<file path="src/chan0_regs_pkg.sv">
// Purpose: Constants and types for the channel 0 configuration registers
// Assumes: Avalon-MM slave, 32-bit data, registers in low 16 bits
// Notes: Printed offsets are word indices; byte address is four times
package chan0_regs_pkg;

  localparam logic [4:0] IDX_THRESH_HIGH = 5'h07;
  localparam logic [4:0] IDX_THRESH_LOW = 5'h08;
  localparam logic [4:0] IDX_CHAN0_CFG = 5'h09;
  localparam logic [4:0] IDX_OCAL_HIGH = 5'h0A;
  localparam logic [4:0] IDX_OCAL_LOW = 5'h0B;
  localparam logic [4:0] IDX_GCAL_HIGH = 5'h0C;
  localparam logic [4:0] IDX_GCAL_LOW = 5'h0D;

  localparam logic [15:0] RST_THRESH_HIGH = 16'h0000;
  localparam logic [15:0] RST_THRESH_LOW = 16'h0000;
  localparam logic [15:0] RST_CHAN0_CFG = 16'h0000;
  localparam logic [15:0] RST_OCAL_HIGH = 16'h0000;
  localparam logic [15:0] RST_OCAL_LOW = 16'h0000;
  localparam logic [15:0] RST_GCAL_HIGH = 16'h8000;
  localparam logic [15:0] RST_GCAL_LOW = 16'h0000;

  // Writable bit masks per register
  localparam logic [15:0] MASK_THRESH_LOW = 16'hFF0F;
  localparam logic [15:0] MASK_CHAN0_CFG = 16'hFFC7;
  localparam logic [15:0] MASK_CAL_LOW = 16'hFF00;
  localparam logic [15:0] MASK_FULL = 16'hFFFF;

  localparam int THRESH_LOW_POS = 8;
  localparam int DC_SEL_POS = 0;
  localparam int PHASE_POS = 6;
  localparam int DC_OFF_POS = 2;
  localparam int INPUT_SEL_POS = 0;
  localparam int CAL_LOW_POS = 8;

  localparam logic [3:0] DC_SEL_BYPASS = 4'h0;
  localparam logic [1:0] BUS_LAT_CYCLES = 2'h1;

  typedef enum logic [1:0] {
    INPUT_EXTERNAL = 2'h0,
    INPUT_SHORTED = 2'h1,
    INPUT_TEST_POS = 2'h2,
    INPUT_TEST_NEG = 2'h3
  } input_sel_t;

  typedef struct packed {
    logic [23:0] detect_threshold;
    logic dc_filter_on;
    logic [3:0] dc_filter_coeff_sel;
    logic [4:0] dc_shift;
    logic [9:0] chan0_phase_delay;
    input_sel_t chan0_input_sel;
    logic [23:0] chan0_offset;
    logic [23:0] chan0_gain;
  } chan0_ctrl_t;

endpackage

</file>
<file path="src/chan0_config_cal_regs.sv">
// Purpose: Channel 0 configuration and calibration register bank
// Assumes: Avalon-MM slave with waitrequest, byte addressing, word index from address bits 6:2
// Notes: Control outputs feed filter, phase and calibration datapaths
`timescale 1ns/100ps
module chan0_config_cal_regs (
  input wire logic mclk,
  input wire logic resetn,
  input wire logic clk_en,
  input wire logic [6:0] avs_address,
  input wire logic avs_read,
  input wire logic avs_write,
  input wire logic [31:0] avs_writedata,
  input wire logic [3:0] avs_byteenable,
  output logic [31:0] avs_readdata,
  output logic avs_waitrequest,
  output logic [1:0] avs_response,
  output chan0_regs_pkg::chan0_ctrl_t ctrl
);

  localparam int NUM_REGS = 7;

  typedef enum logic [1:0] {
    BUS_IDLE = 2'h0,
    BUS_DONE = 2'h1
  } bus_state_t;

  bus_state_t state_reg;
  bus_state_t state_next;
  logic [31:0] rdata_reg;
  logic [31:0] rdata_next;
  logic [1:0] resp_reg;
  logic [1:0] resp_next;
  logic wait_reg;
  logic wait_next;
  chan0_regs_pkg::chan0_ctrl_t ctrl_reg;
  chan0_regs_pkg::chan0_ctrl_t ctrl_next;

  logic [4:0] word_idx;
  logic [3:0] dec;
  logic hit;
  logic [2:0] slot;
  logic do_write;
  logic [15:0] wr_word;
  logic [NUM_REGS-1:0] wr_sel;
  logic [15:0] regval [NUM_REGS];

  // Index of a register word to slot number, or none
  function automatic logic [3:0] decode(input logic [4:0] idx);
    case (idx)
      chan0_regs_pkg::IDX_THRESH_HIGH: decode = 4'h0;
      chan0_regs_pkg::IDX_THRESH_LOW: decode = 4'h1;
      chan0_regs_pkg::IDX_CHAN0_CFG: decode = 4'h2;
      chan0_regs_pkg::IDX_OCAL_HIGH: decode = 4'h3;
      chan0_regs_pkg::IDX_OCAL_LOW: decode = 4'h4;
      chan0_regs_pkg::IDX_GCAL_HIGH: decode = 4'h5;
      chan0_regs_pkg::IDX_GCAL_LOW: decode = 4'h6;
      default: decode = 4'h8;
    endcase
  endfunction

  localparam logic [15:0] RESETS [NUM_REGS] = '{
    chan0_regs_pkg::RST_THRESH_HIGH,
    chan0_regs_pkg::RST_THRESH_LOW,
    chan0_regs_pkg::RST_CHAN0_CFG,
    chan0_regs_pkg::RST_OCAL_HIGH,
    chan0_regs_pkg::RST_OCAL_LOW,
    chan0_regs_pkg::RST_GCAL_HIGH,
    chan0_regs_pkg::RST_GCAL_LOW
  };

  // Reserved bits are masked; writes cannot set them, they keep their zero reset value
  localparam logic [15:0] MASKS [NUM_REGS] = '{
    chan0_regs_pkg::MASK_FULL,
    chan0_regs_pkg::MASK_THRESH_LOW,
    chan0_regs_pkg::MASK_CHAN0_CFG,
    chan0_regs_pkg::MASK_FULL,
    chan0_regs_pkg::MASK_CAL_LOW,
    chan0_regs_pkg::MASK_FULL,
    chan0_regs_pkg::MASK_CAL_LOW
  };

  assign word_idx = avs_address[6:2];
  assign dec = decode(word_idx);
  assign hit = ~dec[3];
  assign slot = dec[2:0];
  // Store at the answer edge, where the master sees waitrequest low
  assign do_write = avs_write && (state_reg == BUS_DONE) && hit;

  // Byte lanes 0 and 1 merge with the stored word
  always_comb begin
    wr_word = regval[slot];
    if (avs_byteenable[0]) begin
      wr_word[7:0] = avs_writedata[7:0];
    end
    if (avs_byteenable[1]) begin
      wr_word[15:8] = avs_writedata[15:8];
    end
  end

  genvar g;
  generate
    for (g = 0; g < NUM_REGS; g++) begin : g_regs
      assign wr_sel[g] = do_write && (slot == 3'(g));
      reg_word #(
        .RESET_VALUE(RESETS[g]),
        .WRITE_MASK(MASKS[g])
      ) u_word (
        .mclk(mclk),
        .resetn(resetn),
        .clk_en(clk_en),
        .wr_en(wr_sel[g]),
        .wr_data(wr_word),
        .value(regval[g])
      );
    end
  endgenerate

  // Bus handshake: one wait cycle, then answer
  always_comb begin
    state_next = state_reg;
    rdata_next = rdata_reg;
    resp_next = resp_reg;
    wait_next = wait_reg;
    case (state_reg)
      BUS_IDLE: begin
        if (avs_read || avs_write) begin
          state_next = BUS_DONE;
          wait_next = 1'b0;
          resp_next = hit ? 2'h0 : 2'h3;
          rdata_next = 32'h0000_0000;
          if (avs_read && hit) begin
            rdata_next = {16'h0000, regval[slot]};
          end
        end
      end
      BUS_DONE: begin
        state_next = BUS_IDLE;
        wait_next = 1'b1;
      end
      default: begin
        state_next = BUS_IDLE;
        wait_next = 1'b1;
      end
    endcase
  end

  always_ff @(posedge mclk or negedge resetn) begin
    if (!resetn) begin
      state_reg <= BUS_IDLE;
      rdata_reg <= 32'h0000_0000;
      resp_reg <= 2'h0;
      wait_reg <= 1'b1;
    end else if (clk_en) begin
      state_reg <= state_next;
      rdata_reg <= rdata_next;
      resp_reg <= resp_next;
      wait_reg <= wait_next;
    end
  end

  // Control word decoded from the stored registers
  always_comb begin
    ctrl_next = ctrl_reg;
    ctrl_next.detect_threshold = {regval[0],
      regval[1][chan0_regs_pkg::THRESH_LOW_POS +: 8]};
    ctrl_next.dc_filter_coeff_sel =
      regval[1][chan0_regs_pkg::DC_SEL_POS +: 4];
    ctrl_next.dc_filter_on =
      (ctrl_next.dc_filter_coeff_sel != chan0_regs_pkg::DC_SEL_BYPASS) &&
      !regval[2][chan0_regs_pkg::DC_OFF_POS];
    // coefficient as right shift n plus one
    ctrl_next.dc_shift = {1'b0, ctrl_next.dc_filter_coeff_sel} + 5'h01;
    ctrl_next.chan0_phase_delay =
      regval[2][chan0_regs_pkg::PHASE_POS +: 10];
    ctrl_next.chan0_input_sel =
      chan0_regs_pkg::input_sel_t'(
        regval[2][chan0_regs_pkg::INPUT_SEL_POS +: 2]);
    ctrl_next.chan0_offset = {regval[3],
      regval[4][chan0_regs_pkg::CAL_LOW_POS +: 8]};
    ctrl_next.chan0_gain = {regval[5],
      regval[6][chan0_regs_pkg::CAL_LOW_POS +: 8]};
  end

  always_ff @(posedge mclk or negedge resetn) begin
    if (!resetn) begin
      ctrl_reg <= '{
        detect_threshold: 24'h00_0000,
        dc_filter_on: 1'b0,
        dc_filter_coeff_sel: 4'h0,
        dc_shift: 5'h01,
        chan0_phase_delay: 10'h000,
        chan0_input_sel: chan0_regs_pkg::INPUT_EXTERNAL,
        chan0_offset: 24'h00_0000,
        chan0_gain: 24'h80_0000
      };
    end else if (clk_en) begin
      ctrl_reg <= ctrl_next;
    end
  end

  assign avs_readdata = rdata_reg;
  assign avs_waitrequest = wait_reg;
  assign avs_response = resp_reg;
  assign ctrl = ctrl_reg;

endmodule // chan0_config_cal_regs

</file>
<file path="src/reg_word.sv">
// Purpose: One 16-bit software register with a writable bit mask
// Assumes: Write strobe is a single cycle, clock enable gates all state
// Notes: Bits outside the mask hold their reset value and read as it
`timescale 1ns/100ps
module reg_word #(
  parameter logic [15:0] RESET_VALUE = 16'h0000,
  parameter logic [15:0] WRITE_MASK = 16'hFFFF
) (
  input wire logic mclk,
  input wire logic resetn,
  input wire logic clk_en,
  input wire logic wr_en,
  input wire logic [15:0] wr_data,
  output logic [15:0] value
);

  logic [15:0] word_reg;
  logic [15:0] word_next;

  always_comb begin
    word_next = word_reg;
    if (clk_en && wr_en) begin
      word_next = (wr_data & WRITE_MASK) | (RESET_VALUE & ~WRITE_MASK);
    end
  end

  always_ff @(posedge mclk or negedge resetn) begin
    if (!resetn) begin
      word_reg <= RESET_VALUE;
    end else begin
      word_reg <= word_next;
    end
  end

  assign value = word_reg;

endmodule // reg_word

</file>
<file path="config.mk">
export PLATFORM = sky130hd
export DESIGN_NAME = chan0_config_cal_regs
export DESIGN_NICKNAME = d
export VERILOG_FILES = /design/src/chan0_regs_pkg.sv /design/src/chan0_config_cal_regs.sv /design/src/reg_word.sv
export SDC_FILE = /design/constraint.sdc
export NUM_CORES = 1
export LEC_CHECK = 0
export BUFFER_PORTS_ARGS = -buffer_cell sky130_fd_sc_hd__buf_4
export CORE_AREA = 5 5 191 119
export DETAILED_ROUTE_END_ITERATION = 16
export DIE_AREA = 0 0 196 124
export GPL_ROUTABILITY_DRIVEN = 0
export GPL_TIMING_DRIVEN = 0
export PLACE_DENSITY_LB_ADDON = 0.12
export SLEW_MARGIN = 30
export SYNTH_ARGS = -nofsm -noshare
export SYNTH_HDL_FRONTEND = slang
export SYNTH_SLANG_ARGS = --single-unit
</file>
<file path="constraint.sdc">
create_clock -name mclk -period 2.5 [get_ports mclk]
set_input_delay 0 -clock mclk [delete_from_list [all_inputs] [get_ports mclk]]
set_output_delay 0 -clock mclk [all_outputs]
set_load 0.02 [all_outputs]
</file>
==> impl_metrics.json <==
{
  "status": "completed",
  "clkTransAtPathRegs_ns": 0.06,
  "cp_max_fo": 10,
  "antenna_found_initial": 0,
  "ys_seq_area_share_pct": 52.5,
  "p_sw_mw": 2.23,
  "crit_type": "reg2reg",
  "start_kind": "flip-flop",
  "use_met3_pct": 6.38,
  "portBuffers": 140,
  "p_seq_share_pct": 46.0,
  "fin_total_pwr_mw": 8.15,
  "grt_busiest_layer": "met1",
  "worstHoldPathCells": 4,
  "place_inst": 1230,
  "drive_above_1_share_pct": 33.9,
  "die_y_um": 124,
  "synthMuxAreaShare_pct": 19.4,
  "synth_async_sr_flop_share_pct": 100,
  "cts_buffer_depth": 3,
  "largest_reg_flops": 94,
  "met2_usage_pct": 33.3,
  "drt_iter0_drc": 516,
  "core_sq_um": 20700,
  "drv_slew": 0,
  "timing.final.crit_share_pct": 83.3,
  "dp_hpwl_um": 20900,
  "crit_required_ns": 2.85,
  "vias_per_cell": 5.67,
  "drv_cap": 0,
  "routedWlPerCell_um": 22.8,
  "critical_path.top_delay_family": "simple AND/OR/NAND/NOR gates",
  "vdd_drop_max_mv": 0.392,
  "critPathSlowestCell": "nor3_4",
  "cp_data_arrival_time_ns": 2.43,
  "synth_top_area_share_pct": 51.4,
  "synthTopCellsByCount": "dfrtp_1 (198), mux2_2 (95), mux2i_1 (80), o31ai_1 (56), clkbuf_1 (37)",
  "worst_pin_slew_ns": 0.870,
  "die_x_um": 196,
  "cts_buffers": 20,
  "cts_tree": "built",
  "layout.cells.non_filler": 1281,
  "ys_warn_count": 0,
  "vias": 7257,
  "crit_path_end_kind": "flip-flop",
  "grt_max_degree": 85,
  "synth_top_family_by_area": "multiplexers",
  "leakage_nw": 5.55,
  "post_cts_buffers": 0,
  "fmax_ghz": 0.480,
  "worstRegToRegCells": 5,
  "synth-simple-area-share_pct": 8.68,
  "cts_max_level": 1,
  "netlist_area_sq_um": 9640,
  "maxSlewHeadroom_pct": 42.0,
  "path_buf_inv": 1,
  "cts_sinks": 202,
  "dieArea_sq_um": 24300,
  "synth-edff-count": 0,
  "grt.total_usage_pct": 23.9,
  "nets": 1039,
  "hold_violations": 0,
  "power_density_nw_per_um2": 679,
  "final.setup_skew_ns": 0.00635,
  "cts_resized": 0,
  "synth_area_leaders": "dfrtp_1 (51%), mux2_2 (11%), mux2i_1 (8.3%)",
  "pwr-share-clk_pct": 38.2,
  "crit_cells": 5,
  "wirelength_um": 29200,
  "clk_latency_ns": 0.49,
  "initial_utilization_pct": 46.5,
  "rsz0062_at_grt": "no",
  "grt_overflow": 0,
  "synth_area_per_cell_sq_um": 12.1,
  "first_pass_iters": 5,
  "hp-class": "in2reg",
  "synth_top_area_cell": "dfrtp_1",
  "yosys.area_share.adder_pct": 0.260,
  "power.share.combinational_pct": 15.8,
  "setup_violations": 0,
  "antenna_cells": 0,
  "dominantRegCellSynth": "dfrtp_1",
  "syn_to_final_growth_pct": 24.5,
  "netlist_instances": 794,
  "synth_cell_types": 62,
  "synth-seq-cells": 202,
  "rows": 41,
  "synth-xor-area-share_pct": 0.182,
  "grt_pass1_vias": 7192,
  "yosys.cell_count.top_type": "dfrtp_1",
  "p_int_mw": 5.92,
  "antenna_left": 0,
  "ios": 177,
  "grt_first_pass_wirelength_um": 44500,
  "drc_errors": 0,
  "finalCriticalPeriod_ns": 2.08,
  "crit_chain": "nand3_1 > nor3_4 > buf_6 > mux2i_1 > o31ai_2",
  "cts_root_buffer": "clkbuf_16",
  "use_met1_pct": 37.2,
  "switching_share_pct": 27.4,
  "synth-compound-area-share_pct": 14.2,
  "max_stage_delay_ns": 0.62
}
worst reg2reg max path, cell delays in order (launching register included):
cell and delay [ns]:
dfrtp_1 0.43, nand3_1 0.27, nor3_4 0.62, buf_6 0.29, mux2i_1 0.24, o31ai_2 0.09
cell families after synthesis:
family | after synthesis
other cells | 1
buf+inv | 87
simple gates | 133
flops | 202
mux | 175
xor+xnor | 2
compound gates | 192
fa+ha+maj | 2
power groups by stage:
| stage | Sequential, mW | Clock [mW] | Combinational [mW] |
|---|---|---|---|
| floorplan | 3.91 | 0 | 0.551 |
| global placement | 3.80 | 0 | 1.23 |
| detailed placement | 3.80 | 0 | 1.26 |
| CTS | 3.75 | 3.18 | 1.29 |
| global route | 3.78 | 3.32 | 1.39 |
| finish | 3.75 | 3.12 | 1.28 |
through the flow:
step                      util, %  setup slack [ns]  area, sq um  hold WS (ns)  setup TNS (ns)
after floorplan                 -             0.841         9700        -0.296               0
after global placement       53.5           -0.0178        11100         0.335          -0.840
after detailed placement     53.8             0.438        11200       -0.0854               0
after CTS                    57.9             0.464        12000      0.000549               0
after global routing         57.9             0.318        12000        0.0231               0
final                        57.9             0.419        12000        0.0122               0
layer usage:
metal	vias to the layer above	part of all wire, %
li1	3300	-
met1	3641	49
met2	275	40
met3	41	8.7
met4	0	1.9
met5	-	0
layout by cell type (no fill, tap or decap), types with 3 or more instances in the layout:
cell type      instances
dfrtp_1              198
buf_4                159
mux2_2                95
mux2i_1               80
o31ai_1               56
clkbuf_1              41
a21oi_1               32
o21ai_1               29
nand2_1               28
clkbuf_16             21
nand2b_1              18
buf_2                 16
conb_1                16
dlygate4sd3_1         15
nor2b_1               14
and2_1                12
nor2_1                11
a211oi_1              10
a21o_1                 8
nand3b_1               8
a22o_1                 8
a2111oi_0              8
inv_1                  7
o21ai_0                7
nor3_2                 7
nor3_1                 6
a32oi_1                6
buf_6                  5
nand3_1                5
o31ai_2                4
a32o_1                 4
a221oi_2               4
a21boi_0               4
o211ai_1               4
dfstp_2                4
clkbuf_8               3
clkinv_2               3
worst paths after layout:
path                             startpoint                         to  slack [ns]
setup / recovery               state_reg[0]  g_regs[3].u_word.value[3]        0.42
max in group asynchronous            resetn                   ctrl[23]        1.63
hold / removal             avs_writedata[7]  g_regs[2].u_word.value[7]        0.01
setup reg to reg               state_reg[0]  g_regs[3].u_word.value[3]        0.42
min in group asynchronous            resetn                   ctrl[60]        0.04
hold reg to reg            avs_readdata[11]           avs_readdata[11]        0.50
cell type report:
type	instances	area (sq um)
Tap cell	279	349
Clock inverter	7	91.3
Fill cell	1829	8720
Inverter	7	26.3
Timing Repair Buffer	158	1280
Buffer	80	433
Sequential cell	202	5060
Multi-Input combinational cell	520	4180
Clock buffer	28	582
timing repair:
| action | CTS | global route |
|---|---|---|
| hold buffers | 16 | 0 |
| endpoints found under the setup margin | 0 | 0 |
| hold endpoints to repair | 137 | 0 |
Power figures use the tool's default switching activity.
